--- src/core/bcd_defines.vh ---
/*
 * Constants for the six-step commutation decoder: register map,
 * field positions, reset values and oscillator timing.
 * Assumes it is included by bare name from the core/ design files.
 */
// Overview of operation
// - Three sensor bits: eight codes, six valid
// - Each valid code is one 60 degree step
// - Phasing select high 60, low 120 degree
// - Direction swaps upper and lower drive phases
// - Drives sequence while output enable is high
// - Enable low: uppers off, lowers low, coast
// - Over-current ends conduction until next cycle
// - Invalid sensor code turns every drive off
// - Upper drive outputs are active low
// - At most one conduction pulse per cycle
// - Pulse width chopping only on lower drives
`ifndef BCD_DEFINES_VH
`define BCD_DEFINES_VH

// Register word indexes on the plain register port
`define BCD_ADDR_CTRL 2'h0
`define BCD_ADDR_PERIOD 2'h1
`define BCD_ADDR_DUTY 2'h2
`define BCD_ADDR_STATUS 2'h3

// Control register fields
`define BCD_CTRL_RUN_BIT 0
`define BCD_CTRL_RST 16'h0001

// Oscillator timing: 250 MHz clock, 25 kHz cycle = 10000 clocks
`define BCD_CLK_MHZ 250
`define BCD_OSC_KHZ 25
`define BCD_PERIOD_RST 16'h270F
`define BCD_DUTY_RST 16'h1388

// Status register field positions
`define BCD_ST_CODE_LSB 0
`define BCD_ST_VALID_BIT 3
`define BCD_ST_CUR_BIT 4
`define BCD_ST_PWM_BIT 5
`define BCD_ST_OCP_BIT 6
`define BCD_ST_STEP_LSB 8

// Phase step encodings (upper phase, lower phase pairs)
`define BCD_PH_A 3'h1
`define BCD_PH_B 3'h2
`define BCD_PH_C 3'h4
`define BCD_PH_NONE 3'h0
`define BCD_STEP_BAD 3'h7

`endif

--- src/core/bcd_lookup.v ---
/*
 * Combinational commutation lookup: sensor code, phasing select and
 * direction to one-hot upper and lower phase selects.
 * Assumes sensor inputs are already synchronous to the block clock.
 */
`timescale 1ns/1ps
`default_nettype none
`include "bcd_defines.vh"

module bcd_lookup (
    // Sensor code and mode
    input wire [2:0] code_in,
    input wire sel60_in,
    input wire fwd_in,
    // Decoded step
    output reg valid_out,
    output reg [2:0] step_out,
    output reg [2:0] upper_out,
    output reg [2:0] lower_out
);

    ////////////////////////////////////////////////////////////////////
    // Code to step index, per phasing convention
    ////////////////////////////////////////////////////////////////////
    reg [2:0] step; // Step 0..5, or bad
    reg [2:0] up_ph; // Forward upper phase
    reg [2:0] lo_ph; // Forward lower phase

    // Code order is {sensor a, sensor b, sensor c}
    always @* begin
        step = `BCD_STEP_BAD;
        case (code_in)
            3'h4: step = 3'h0;
            3'h6: step = 3'h1;
            3'h3: step = 3'h3;
            3'h1: step = 3'h4;
            3'h7: step = sel60_in ? 3'h2 : `BCD_STEP_BAD;
            3'h0: step = sel60_in ? 3'h5 : `BCD_STEP_BAD;
            3'h2: step = sel60_in ? `BCD_STEP_BAD : 3'h2;
            3'h5: step = sel60_in ? `BCD_STEP_BAD : 3'h5;
            default: step = `BCD_STEP_BAD;
        endcase
    end

    ////////////////////////////////////////////////////////////////////
    // Step to phase pair, direction swap
    ////////////////////////////////////////////////////////////////////
    always @* begin
        up_ph = `BCD_PH_NONE;
        lo_ph = `BCD_PH_NONE;
        case (step)
            3'h0: begin
                up_ph = `BCD_PH_A;
                lo_ph = `BCD_PH_C;
            end
            3'h1: begin
                up_ph = `BCD_PH_B;
                lo_ph = `BCD_PH_C;
            end
            3'h2: begin
                up_ph = `BCD_PH_B;
                lo_ph = `BCD_PH_A;
            end
            3'h3: begin
                up_ph = `BCD_PH_C;
                lo_ph = `BCD_PH_A;
            end
            3'h4: begin
                up_ph = `BCD_PH_C;
                lo_ph = `BCD_PH_B;
            end
            3'h5: begin
                up_ph = `BCD_PH_A;
                lo_ph = `BCD_PH_B;
            end
            default: begin
                up_ph = `BCD_PH_NONE;
                lo_ph = `BCD_PH_NONE;
            end
        endcase
        valid_out = (step != `BCD_STEP_BAD);
        step_out = step;
        // Reverse exchanges same-letter upper and lower drives
        if (fwd_in) begin
            upper_out = up_ph;
            lower_out = lo_ph;
        end else begin
            upper_out = lo_ph;
            lower_out = up_ph;
        end
    end

endmodule
`default_nettype wire

--- src/core/bcd_top.v ---
/*
 * Six-step commutation decoder top: oscillator cycle counter,
 * dual-latch pulse width and current-limit gating, registered drive
 * outputs and a small register port.
 * Assumes all inputs are synchronous to ref_clk_in; the board pulls
 * the output enable pin up when left open; the over-current input is
 * the digital result of an external current comparator.
 */
// Implementation choices: the strobed register port and the address map.
`timescale 1ns/1ps
`default_nettype none
`include "bcd_defines.vh"

module bcd_top #(
    parameter CNT_W = 16 // Oscillator counter width
) (
    // Clock and reset
    input wire ref_clk_in,
    input wire rst_n_in,
    // Position sensors
    input wire pos_sensor_a_in,
    input wire pos_sensor_b_in,
    input wire pos_sensor_c_in,
    // Mode pins
    input wire fwd_in,
    input wire sel60_in,
    input wire out_enable_in,
    input wire over_current_in,
    // Register port
    input wire [1:0] reg_addr_in,
    input wire [15:0] reg_wdata_in,
    input wire reg_wr_in,
    input wire reg_rd_in,
    output reg [15:0] reg_rdata_out,
    // Upper drives, active low
    output reg upper_drive_a_out,
    output reg upper_drive_b_out,
    output reg upper_drive_c_out,
    // Lower drives, active high
    output reg lower_drive_a_out,
    output reg lower_drive_b_out,
    output reg lower_drive_c_out,
    // Oscillator cycle strobe
    output reg osc_strobe_out
);

    ////////////////////////////////////////////////////////////////////
    // Reset release synchroniser
    ////////////////////////////////////////////////////////////////////
    reg rst_meta_r; // First stage, read only by second
    reg rst_sync_n_r; // Released reset used by the design

    // Assert at once, release after two edges
    always @(posedge ref_clk_in or negedge rst_n_in) begin
        if (!rst_n_in) begin
            rst_meta_r <= 1'b0;
            rst_sync_n_r <= 1'b0;
        end else begin
            rst_meta_r <= 1'b1;
            rst_sync_n_r <= rst_meta_r;
        end
    end

    ////////////////////////////////////////////////////////////////////
    // Registers written by software
    ////////////////////////////////////////////////////////////////////
    reg [15:0] ctrl_r; // Run allow bit
    reg [CNT_W-1:0] period_r; // Cycle length minus one
    reg [CNT_W-1:0] duty_r; // Lower drive on-count minus one
    reg ocp_seen_r; // Sticky over-current event
    wire ocp_clr; // Software clear of sticky bit

    assign ocp_clr = reg_wr_in && (reg_addr_in == `BCD_ADDR_STATUS)
        && reg_wdata_in[`BCD_ST_OCP_BIT];

    // Register writes
    always @(posedge ref_clk_in or negedge rst_sync_n_r) begin
        if (!rst_sync_n_r) begin
            ctrl_r <= `BCD_CTRL_RST;
            period_r <= `BCD_PERIOD_RST;
            duty_r <= `BCD_DUTY_RST;
        end else if (reg_wr_in) begin
            case (reg_addr_in)
                `BCD_ADDR_CTRL: ctrl_r <= reg_wdata_in;
                `BCD_ADDR_PERIOD: period_r <= reg_wdata_in[CNT_W-1:0];
                `BCD_ADDR_DUTY: duty_r <= reg_wdata_in[CNT_W-1:0];
                default: ctrl_r <= ctrl_r; // Status takes clears only
            endcase
        end
    end

    ////////////////////////////////////////////////////////////////////
    // Oscillator cycle counter
    ////////////////////////////////////////////////////////////////////
    reg [CNT_W-1:0] cnt_r; // Position in the cycle
    wire osc_stb; // Last count of the cycle

    // Programmable period: strobe once every period_r+1 clocks
    assign osc_stb = (cnt_r >= period_r);

    // Counter wraps on the strobe
    always @(posedge ref_clk_in or negedge rst_sync_n_r) begin
        if (!rst_sync_n_r) begin
            cnt_r <= {CNT_W{1'b0}};
        end else if (osc_stb) begin
            cnt_r <= {CNT_W{1'b0}};
        end else begin
            cnt_r <= cnt_r + 1'b1;
        end
    end

    ////////////////////////////////////////////////////////////////////
    // Dual latches: pulse width and current limit
    ////////////////////////////////////////////////////////////////////
    reg pwm_latch_r; // Lower drives may conduct
    reg cur_latch_r; // All drives may conduct
    reg pwm_latch_nxt;
    reg cur_latch_nxt;

    // Latches set only at the strobe, so one pulse per cycle
    always @* begin
        pwm_latch_nxt = pwm_latch_r;
        cur_latch_nxt = cur_latch_r;
        if (osc_stb) begin
            pwm_latch_nxt = 1'b1;
            cur_latch_nxt = 1'b1;
        end else if (cnt_r >= duty_r) begin
            pwm_latch_nxt = 1'b0; // Duty reached, ends the pulse
        end
        // Over-current wins even against the strobe
        if (over_current_in) begin
            cur_latch_nxt = 1'b0;
        end
    end

    // Latch flops, cleared by reset
    always @(posedge ref_clk_in or negedge rst_sync_n_r) begin
        if (!rst_sync_n_r) begin
            pwm_latch_r <= 1'b0;
            cur_latch_r <= 1'b0;
        end else begin
            pwm_latch_r <= pwm_latch_nxt;
            cur_latch_r <= cur_latch_nxt;
        end
    end

    // Sticky over-current flag, event wins over clear
    always @(posedge ref_clk_in or negedge rst_sync_n_r) begin
        if (!rst_sync_n_r) begin
            ocp_seen_r <= 1'b0;
        end else if (over_current_in) begin
            ocp_seen_r <= 1'b1;
        end else if (ocp_clr) begin
            ocp_seen_r <= 1'b0;
        end
    end

    ////////////////////////////////////////////////////////////////////
    // Commutation lookup
    ////////////////////////////////////////////////////////////////////
    wire [2:0] code; // {a, b, c}
    wire code_valid; // Code is one of the six
    wire [2:0] step; // Step index
    wire [2:0] up_sel; // One-hot upper phase
    wire [2:0] lo_sel; // One-hot lower phase

    assign code = {pos_sensor_a_in, pos_sensor_b_in, pos_sensor_c_in};

    bcd_lookup u_lookup (
        .code_in (code),
        .sel60_in (sel60_in),
        .fwd_in (fwd_in),
        .valid_out (code_valid),
        .step_out (step),
        .upper_out (up_sel),
        .lower_out (lo_sel)
    );

    ////////////////////////////////////////////////////////////////////
    // Drive gating
    ////////////////////////////////////////////////////////////////////
    wire run; // Enabled, allowed and valid
    wire up_go; // Upper conduction allowed
    wire lo_go; // Lower conduction allowed
    wire [2:0] up_on; // Upper switches on
    wire [2:0] lo_on; // Lower switches on

    // Enable pin high runs; low coasts with every drive off
    assign run = out_enable_in && ctrl_r[`BCD_CTRL_RUN_BIT]
        && code_valid;
    assign up_go = run && cur_latch_r;
    assign lo_go = run && cur_latch_r && pwm_latch_r;
    assign up_on = up_sel & {3{up_go}};
    assign lo_on = lo_sel & {3{lo_go}};

    ////////////////////////////////////////////////////////////////////
    // Output flops
    ////////////////////////////////////////////////////////////////////
    // Uppers idle high (off), lowers idle low
    always @(posedge ref_clk_in or negedge rst_sync_n_r) begin
        if (!rst_sync_n_r) begin
            upper_drive_a_out <= 1'b1;
            upper_drive_b_out <= 1'b1;
            upper_drive_c_out <= 1'b1;
            lower_drive_a_out <= 1'b0;
            lower_drive_b_out <= 1'b0;
            lower_drive_c_out <= 1'b0;
            osc_strobe_out <= 1'b0;
        end else begin
            upper_drive_a_out <= ~up_on[0];
            upper_drive_b_out <= ~up_on[1];
            upper_drive_c_out <= ~up_on[2];
            lower_drive_a_out <= lo_on[0];
            lower_drive_b_out <= lo_on[1];
            lower_drive_c_out <= lo_on[2];
            osc_strobe_out <= osc_stb;
        end
    end

    ////////////////////////////////////////////////////////////////////
    // Register read port
    ////////////////////////////////////////////////////////////////////
    reg [15:0] rd_nxt; // Read mux

    // Status shows sensor code, latches and step
    always @* begin
        rd_nxt = 16'h0000;
        case (reg_addr_in)
            `BCD_ADDR_CTRL: rd_nxt = ctrl_r;
            `BCD_ADDR_PERIOD: rd_nxt[CNT_W-1:0] = period_r;
            `BCD_ADDR_DUTY: rd_nxt[CNT_W-1:0] = duty_r;
            `BCD_ADDR_STATUS: begin
                rd_nxt[`BCD_ST_CODE_LSB+2:`BCD_ST_CODE_LSB] = code;
                rd_nxt[`BCD_ST_VALID_BIT] = code_valid;
                rd_nxt[`BCD_ST_CUR_BIT] = cur_latch_r;
                rd_nxt[`BCD_ST_PWM_BIT] = pwm_latch_r;
                rd_nxt[`BCD_ST_OCP_BIT] = ocp_seen_r;
                rd_nxt[`BCD_ST_STEP_LSB+2:`BCD_ST_STEP_LSB] = step;
            end
            default: rd_nxt = 16'h0000;
        endcase
    end

    // Read data stands one cycle after the strobe only
    always @(posedge ref_clk_in or negedge rst_sync_n_r) begin
        if (!rst_sync_n_r) begin
            reg_rdata_out <= 16'h0000;
        end else if (reg_rd_in) begin
            reg_rdata_out <= rd_nxt;
        end else begin
            reg_rdata_out <= 16'h0000;
        end
    end

endmodule
`default_nettype wire

--- config.mk ---
export PLATFORM = sky130hd
export DESIGN_NAME = bcd_top
export DESIGN_NICKNAME = d
export VERILOG_FILES = /design/src/core/bcd_lookup.v /design/src/core/bcd_top.v
export VERILOG_INCLUDE_DIRS = /design/src /design/src/core
export SDC_FILE = /design/constraint.sdc
export NUM_CORES = 1
export LEC_CHECK = 0
export BUFFER_PORTS_ARGS = -buffer_cell sky130_fd_sc_hd__buf_2
export CAP_MARGIN = 40
export CORE_ASPECT_RATIO = 0.75
export CORE_MARGIN = 1.5
export CORE_UTILIZATION = 30
export CTS_CLUSTER_DIAMETER = 100
export DETAILED_ROUTE_END_ITERATION = 16
export MAX_ROUTING_LAYER = met4
export PLACE_DENSITY = 0.57
export SLEW_MARGIN = 20
export SYNTH_ARGS = -nofsm -noshare
export SYNTH_HDL_FRONTEND = slang
export SYNTH_SLANG_ARGS = --single-unit
export TNS_END_PERCENT = 5
--- constraint.sdc ---
create_clock -name ref_clk_in -period 3.88 [get_ports ref_clk_in]
set_input_delay 0 -clock ref_clk_in [delete_from_list [all_inputs] [get_ports ref_clk_in]]
set_output_delay 0 -clock ref_clk_in [all_outputs]
set_load 0.01 [all_outputs]
# Word-level counts from Yosys, hierarchy flattened
# Index checks and enable logic that the tools add are counted.
classes:
  order_cmp: 2
  n_bitwise: 5
  mux: 21
  n_reduce_logical: 21
  eq_ne: 16
  n_addsub: 1
ops:
  columns: ["op", "count"]
  rows:
  - ["$ge 16x16->1", 2]
  - ["$mux 16", 2]
  - ["$pmux 7 s4", 1]
  - ["$pmux 3 s8", 1]
  - ["$eq 3x3->1 const B", 6]
  - ["$pmux 3 s3", 2]
  - ["$add 16x1->16 const B", 1]
  - ["$pmux 5 s3", 1]
  - ["$eq 3x2->1 const B", 4]
  - ["$mux 3", 4]
  - ["$pmux 3 s4", 1]
  - ["$reduce_or 2->1", 6]
  - ["$and 3x3->3", 2]
  - ["$eq 3x1->1 const B", 2]
  - ["$logic_and 1x1->1", 6]
  - ["$logic_not 3->1", 2]
  - ["$mux 1", 6]
  - ["$reduce_and 2->1", 3]
  - ["$reduce_bool 2->1", 3]
  - ["$eq 2x2->1 const B", 2]
  - ["$mux 2", 2]
  - ["$ne 3x3->1 const B", 1]
  - ["$not 1->1", 3]
  - ["$pmux 1 s3", 1]
  - ["2 further kinds", 2]
totals:
  output_inout_bits: 23
  register_bits: 92

# Logic depth before layout (Yosys ltp)
# Gate-level depths: netlist of run 1.
depth:
  word_depth: 8
  ltp_mapped: 9
  ltp_nobuf: 7

# Hierarchy
# A second synthesis of run 1 with hierarchy kept.
unflattened:
  hier_cells: 409
  hier_area_um2: 4774.6
modules_own_cells:
  columns: ["module", "n_inst", "seq_area_each_um2", "cells_each", "area_per_inst_um2"]
  rows:
  - ["bcd_top", 1, 2323.5, 373, 4551.9]
  - ["bcd_lookup", 1, 0.0, 36, 222.7]

# Worst setup path before layout of run 1
# Ideal clock, no wire load.
synth_timing:
  path_kind: "register to register"
  startpoint: "register period_r[0]"
  endpoint: "register pwm_latch_r"
  setup_time_ps: 126
  t_required_ps: 3754
  slack_ps: 1757
  arrival_time_ps: 1996
  n_path_buf: 1
  stages_incl_launch_ff: 8
  cell_sequence: "dfstp_2 > ha_1 > nand2b_4 > a2111oi_4 > o21ai_1 > a221o_1 > buf_6 > a311o_1"
synth_via:
  elab_chain_cells: 2
  elab_cells_between_ends: 3
  classes_between: "order compare (1); mux (1); reduce/logical (1)"
synth_lines:
  columns: ["item", "line_no", "source"]
  rows:
  - ["start: declaration", "bcd_top.v:68", "reg [CNT_W-1:0] period_r;"]
  - ["start signal: assignment", "bcd_top.v:80", "period_r <= `BCD_PERIOD_RST;"]
  - ["start signal: assignment", "bcd_top.v:85", "`BCD_ADDR_PERIOD: period_r <= reg_wdata_in[CNT_W-1:0];"]
  - ["$ge 16x16->1 *", "bcd_top.v:99", "assign osc_stb = (cnt_r >= period_r);"]
  - ["$mux 1 or $reduce_bool 2->1 (tied branches)", null, null]
  - ["end signal: assignment", "bcd_top.v:142", "pwm_latch_r <= pwm_latch_nxt;"]
  - ["end: declaration", "bcd_top.v:115", "reg pwm_latch_r;"]
# Mark *: on every way between the ends. The rest lies on a longest branch, timed or not.
# A chain may end at the register's enable or synchronous reset.

# Final worst setup path of run 1
layout_timing:
  startpoint: "register cnt_r[0]"
  endpoint: "register pwm_latch_r"
layout_via:
  elab_chain_cells: 2
  elab_cells_between_ends: 4
  classes_between: "order compare (2); mux (1); reduce/logical (1)"
layout_lines:
  columns: ["item", "line_no", "source"]
  rows:
  - ["start: declaration", "bcd_top.v:95", "reg [CNT_W-1:0] cnt_r;"]
  - ["start signal: assignment", "bcd_top.v:104", "cnt_r <= {CNT_W{1'b0}};"]
  - ["start signal: assignment", "bcd_top.v:106", "cnt_r <= {CNT_W{1'b0}};"]
  - ["start signal: assignment", "bcd_top.v:108", "cnt_r <= cnt_r + 1'b1;"]
  - ["$ge 16x16->1, on equally long branches", "bcd_top.v:99, bcd_top.v:127", null]
  - ["$mux 1 or $reduce_bool 2->1 (tied branches)", null, null]
# Several ways; a longest one is shown, not always the timed one.

==> reports/qor.csv, run 1 <==
stage,metric,value,unit
run_status,run status,"finished, final reports clean",
sta,Sum Neg Setup Slack,0,ns
logic_synthesis,cell taking the most area after synthesis,dfrtp_1,
drt,number of routed nets with antenna violations,0,
floorplanning,die area,16700,µm²
sta,final slew viol count,0,
logic_synthesis,Syn Inst Count,415,
critical_path,Setup CP Type,reg2reg,
placed_design,hpwl dp,8280,µm
drt,Residual DRC,0,
clock_tree,post_cts resized,0,
logic_synthesis,Post-synth ARST share,100,%
finish,layout cell share with drive strength beyond 1,32.4,%
finish,final core occ,38.0,%
sta,Worst slew margin,53.8,%
pwr,PD cells,560,nW/µm²
critical_path,Reg-to-Reg End,pwm_latch_r,
finish,# diodes,0,
clock_tree,clk buf depth,2,
drt,Via density,4.77,
global_route,total grt overflow,0,
drt,Pre-antenna DRT Iters,6,
sta,RSZ-0062 raised after global routing,no,
drt,Avg WL per Cell,16.0,µm
min_path,Hold Path Origin,reg_wr_in,
global_route,initial antenna violation count,0,
global_route,largest net degree at the start of global routing,58,
floorplanning,die width,149,µm
clock_tree,clock transition at the registers of the reported paths,0.06,ns
critical_path,Worst Setup End Kind,flip-flop,
sta,Final period util,66.8,%
placed_design,Port Buffers,51,
min_path,type of the worst min-delay path,in2reg,
critical_path,crit path max fanout,19,
pwr,Leakage Power,2.74,nW
critical_path,worst setup path startpoint,cnt_r[0],
finish,Layout area overhead,22.3,%
logic_synthesis,post-synthesis average cell area,11.5,µm²
floorplanning,initial core utilization,31.1,%
floorplanning,die height,112,µm
sta,Tmin final,2.59,ns
logic_synthesis,Netlist cell types,46,
logic_synthesis,"Primary FF master, synth",dfrtp_1,
clock_tree,H-tree depth,3,
sta,Final setup viols,0,
min_path,WHS Path Cells,3,
logic_synthesis,"Seq/Total Area, Yosys",48.5,%
global_route,vias in the first global route,3446,
finish,fin nets,548,
pwr,Max rail drop VDD,0.214,mV
global_route,first-pass GRT wire length,18400,µm
logic_synthesis,warnings from Yosys,0,
logic_synthesis,share of the synthesized area in the top cell type,39.2,%
critical_path,reg2reg path depth,7,
logic_synthesis,number of synthesized flops with an enable pin,0,
critical_path,Critical Path Source Type,flip-flop,
critical_path,r2r startpoint,cnt_r[0],
critical_path,FF-to-FF setup slack,1.29,ns
placed_design,GPL Wtd Cong,0.893,
global_route,GRT Total Usage,14.7,%
clock_tree,CTS Buf Count,9,
drt,via count,3317,
clock_tree,CTS tree,yes,
drt,Routed WL,11100,µm
floorplanning,# IOs,52,
min_path,Hold EP,ocp_seen_r,
clock_tree,Root Driver,clkbuf_16,
floorplanning,FP Rows,39,
floorplanning,core region area,15400,µm²
clock_tree,clock latency on the worst-skew pair,0.34,ns
finish,"commonest non-fill, non-tap cells in the layout","dfrtp_1, mux2_2, buf_2, inv_1, ha_1",
logic_synthesis,Yosys reg bits,92,
logic_synthesis,"Cell Area, Synth",4790,µm²
run,Max Cap Viol,0,
logic_synthesis,synth top area cells,"dfrtp_1, mux2_2, dfstp_2",
critical_path,WP data arrival,2.81,ns
finish,fillers,1545,
critical_path,Worst EP required,4.10,ns
placed_design,Placement Setup Slack,1.33,ns
logic_synthesis,post-synth net total,477,
drt,Iteration-0 DRC Markers,181,
sta,Max Freq,0.386,GHz
sta,final setup margin,1.29,ns
sta,Hold Fails Final Rpt,0,
finish,"commonest non-fill, non-tap cell in the layout",dfrtp_1,
clock_tree,CTS sink cnt,92,
sta,Clock Skew,0.00784,ns
sta,Slew @ Worst Pin,0.693,ns
[repair_timing]
item	4_1_cts	5_1_grt
hold buffers	20	0
endpoints found under the hold margin	53	0
buffers inserted	0	0
[worst max path at each step]
stage	end	slack (ns)	cells past startpoint
after floorplan	cnt_r[0]	1.16	0
after global placement	pwm_latch_r	1.43	7
after CTS	pwm_latch_r	1.32	7
after detailed placement	pwm_latch_r	1.33	7
final	pwm_latch_r	1.29	7
after global routing	pwm_latch_r	1.19	7
[through the flow]
stage,cell area (µm²),cells,hold slack [ns],power [W]
after floorplan,4790,415,-0.296,0.00196
after global placement,5250,657,-0.214,0.00218
after detailed placement,5300,660,-0.212,0.00222
after CTS,5860,696,0.0126,0.00331
after global routing,5860,696,0.0403,0.00348
final,5860,696,0.0236,0.00328
[cell usage after synthesis, types with 3 or more instances]
| cell | n |
|---|---|
| mux2_2 | 53 |
| and4_1 | 4 |
| nor2_1 | 27 |
| clkbuf_1 | 8 |
| nand2_1 | 25 |
| or2_2 | 3 |
| and3_1 | 3 |
| mux2i_1 | 11 |
| ha_1 | 33 |
| o211ai_1 | 3 |
| nand3_1 | 10 |
| dfstp_2 | 17 |
| xnor2_1 | 5 |
| a21oi_1 | 15 |
| o21a_1 | 3 |
| dfrtp_1 | 75 |
| xor2_1 | 10 |
| inv_1 | 35 |
| nor2b_1 | 3 |
| nand4_1 | 7 |
| mux4_2 | 6 |
| o21ai_0 | 13 |
| and2_1 | 12 |
| buf_2 | 8 |
[power breakdown]
part	total, W	internal, W	switching, W
logic	0.000864	0.000432	0.000432
clock network	0.00105	0.000694	0.000361
registers	0.00136	0.00117	0.000190
total	0.00328	0.00230	0.000983
[final cells by class]
class,instances,area (µm²),share of cell area [%]
inverters,35,131,2.24
flip-flops and latches,92,2330,39.7
repair buffers,79,547,9.33
clock inverters,5,125,2.13
well taps,205,256,4.38
multi-input cells,269,2240,38.2
clock buffers,11,233,3.97
[state kept, by name (all words and copies together), names as in the netlist, 16 cells and up]
register       cells
cnt_r             16
duty_r            16
ctrl_r            16
period_r          16
reg_rdata_out     16
[critical path, cell delays in order (launching register included)]
cell	delay, ns
dfrtp_1	0.45
inv_1	0.11
ha_1	0.29
nand2b_4	0.15
a2111oi_4	0.35
o21ai_1	0.15
a221o_1	0.60
a311o_1	0.37
[logic make-up after synthesis]
group,after synthesis,share of synthesized area (%)
and+or+nand+nor,100,10.5
DFF,92,48.5
muxes,70,17.6
buffers and inverters,54,4.75
AOI/OAI and AO/OA,50,7.21
adders and majority gates,33,8.62
xor gates and xnor gates,15,2.74
other,1,0.0783
[layer usage]
layer  global-route usage [%]  up-vias  share of wire (%)
met4                     3.17        0               0.61
met5                        -        -                  0
met3                     3.58        6                4.1
met1                     20.7     1668                 52
li1                         -     1585                  -
met2                     21.3       58                 43
No activity file was read; power rests on OpenSTA's default activity.
==> run 2: changes to the inputs <==
- PLACE_DENSITY: 0.57 -> 0.59
- clock period: 3.88 -> 2.2 ns (I/O delays scaled with it)
==> reports/qor.csv, run 2 (same netlist as run 1, synthesis figures left out) <==
stage,metric,value,unit,change
placed_design,hpwl dp,8130,µm,-1.9%
min_path,type of the worst min-delay path,in2reg,,
run,Max Cap Viol,0,,unchanged
sta,Max Freq,0.460,GHz,+19%
pwr,Leakage Power,2.76,nW,+0.66%
sta,final setup margin,0.0279,ns,-1.26 ns
pwr,PD cells,969,nW/µm²,+73%
finish,layout cell share with drive strength beyond 1,34.7,%,+2.3 points
drt,Via density,4.68,,-1.8%
drt,number of routed nets with antenna violations,0,,unchanged
drt,Routed WL,11000,µm,-1.1%
drt,Pre-antenna DRT Iters,4,,-2
critical_path,Reg-to-Reg End,pwm_latch_r,,
sta,Tmin final,2.17,ns,-0.421 ns
floorplanning,die area,16700,µm²,unchanged
drt,Avg WL per Cell,15.7,µm,-2.2%
critical_path,r2r startpoint,period_r[0],,
floorplanning,die width,149,µm,unchanged
clock_tree,clock transition at the registers of the reported paths,0.06,ns,about the same
critical_path,reg2reg path depth,6,,-1
floorplanning,FP Rows,39,,unchanged
drt,Residual DRC,0,,unchanged
sta,Clock Skew,0.00499,ns,-0.00285 ns
clock_tree,clock latency on the worst-skew pair,0.34,ns,about the same
critical_path,Top delay family on crit path,compound AO/OA/AOI/OAI gates,,
clock_tree,H-tree depth,3,,unchanged
global_route,initial antenna violation count,0,,unchanged
clock_tree,CTS sink cnt,92,,unchanged
min_path,Hold Path Origin,reg_wr_in,,
finish,"commonest non-fill, non-tap cells in the layout","dfrtp_1, mux2_2, buf_2, inv_1, ha_1",,
sta,Final setup viols,0,,unchanged
drt,via count,3294,,-0.69%
critical_path,FF-to-FF setup slack,0.03,ns,-1.26 ns
critical_path,crit path max fanout,4,,-15
floorplanning,# IOs,52,,unchanged
critical_path,WP data arrival,2.39,ns,-0.42 ns
critical_path,worst setup path startpoint,period_r[0],,
pwr,Max rail drop VDD,0.387,mV,+81%
global_route,first-pass GRT wire length,18200,µm,-1.2%
clock_tree,CTS Buf Count,9,,unchanged
finish,final core occ,38.4,%,+0.35 points
global_route,GRT Total Usage,14.6,%,-0.11 points
critical_path,Worst EP required,2.42,ns,-1.68 ns
critical_path,CP Depth,6,,-1
critical_path,"slowest stage delay, CP",0.56,ns,-0.04 ns
critical_path,critical-path cell list,"ha_4, nand2b_4, a2111oi_4, o21ai_2, a221o_1, a311o_1",,
clock_tree,clk buf depth,2,,unchanged
finish,"commonest non-fill, non-tap cell in the layout",dfrtp_1,,
floorplanning,initial core utilization,31.1,%,unchanged
sta,Hold Fails Final Rpt,0,,unchanged
placed_design,Port Buffers,51,,unchanged
critical_path,Critical Path Source Type,flip-flop,,
global_route,total grt overflow,0,,unchanged
global_route,vias in the first global route,3552,,+3.1%
drt,Iteration-0 DRC Markers,122,,-33%
finish,# diodes,0,,unchanged
placed_design,GPL Wtd Cong,0.903,,+1.1%
finish,Layout area overhead,23.4,%,
global_route,largest net degree at the start of global routing,91,,+57%
sta,final slew viol count,0,,unchanged
critical_path,CP Buf/Inv Count,0,,-1
critical_path,Critical Path Sink,pwm_latch_r,,
critical_path,Setup CP Type,reg2reg,,
run_status,run status,"finished, final reports clean",,
clock_tree,CTS tree,yes,,
finish,fin nets,556,,+1.5%
sta,RSZ-0062 raised after global routing,yes,,
floorplanning,die height,112,µm,unchanged
placed_design,Placement Setup Slack,0.0221,ns,-1.31 ns
floorplanning,core region area,15400,µm²,unchanged
clock_tree,Root Driver,clkbuf_16,,
sta,Final period util,98.7,%,+32 points
critical_path,Worst Setup End Kind,flip-flop,,
critical_path,CP max stage cell,dfstp_2,,
## run 2: metrics by stage
step                      area, µm²  hold WS, ns  cells  setup TNS (ns)  power [W]
after detailed placement       5340       -0.206    667               0    0.00397
after global placement         5340       -0.208    667               0    0.00391
after global routing           5910       0.0271    704         -0.0414    0.00614
final                          5910       0.0152    704               0    0.00573
after floorplan                4790       -0.296    415               0    0.00346
after CTS                      5870      0.00644    703               0    0.00570
## run 2: worst min-delay path by stage
stage / endpoint / slack (ns) / depth (start not counted)
floorplan: rst_meta_r / -0.30 / 0
CTS: ocp_seen_r / 0.006 / 3
detailed placement: rst_sync_n_r / -0.21 / 1
finish: ocp_seen_r / 0.02 / 3
global placement: rst_meta_r / -0.21 / 1
global route: ocp_seen_r / 0.03 / 3
## run 2: layout make-up
class	count	area (µm²)
clock buffers	13	260
clock inverters	3	68.8
fillers	1535	9510
inverters	35	131
multi-input cells	269	2280
flip-flops and latches	92	2330
well taps	205	256
repair buffers	87	588
## run 2: routing by layer
layer	global-route usage, %	vias to the layer above	wire [µm]
met5	-	-	0
met4	4.16	0	142
met3	4.07	11	499
met2	21.5	71	4730
met1	19.5	1606	5650
li1	-	1606	-
## run 2: worst register-to-register path, delay by kind of cell, from the launching register on
| family | cells | cell delay [ns] |
|---|---|---|
| AND/OR/NAND/NOR | 1 | 0.14 |
| adder cells (fa/ha/maj) | 1 | 0.20 |
| AO/OA/AOI/OAI | 4 | 1.15 |
| flip-flops | 1 | 0.56 |
## run 2: repair_timing
action | in CTS | in global routing
buffers inserted | 0 | 1
endpoints found under the setup margin | 0 | 14
hold endpoints to repair | 53 | 0
hold buffers | 20 | 0
gates resized for setup | 0 | 6
## run 2: power breakdown
part	leakage [nW]	internal, W	switching [W]	total (W)
registers	1.11	0.00207	0.000317	0.00238
logic	1.48	0.000859	0.000815	0.00167
clock network	0.160	0.00106	0.000611	0.00167
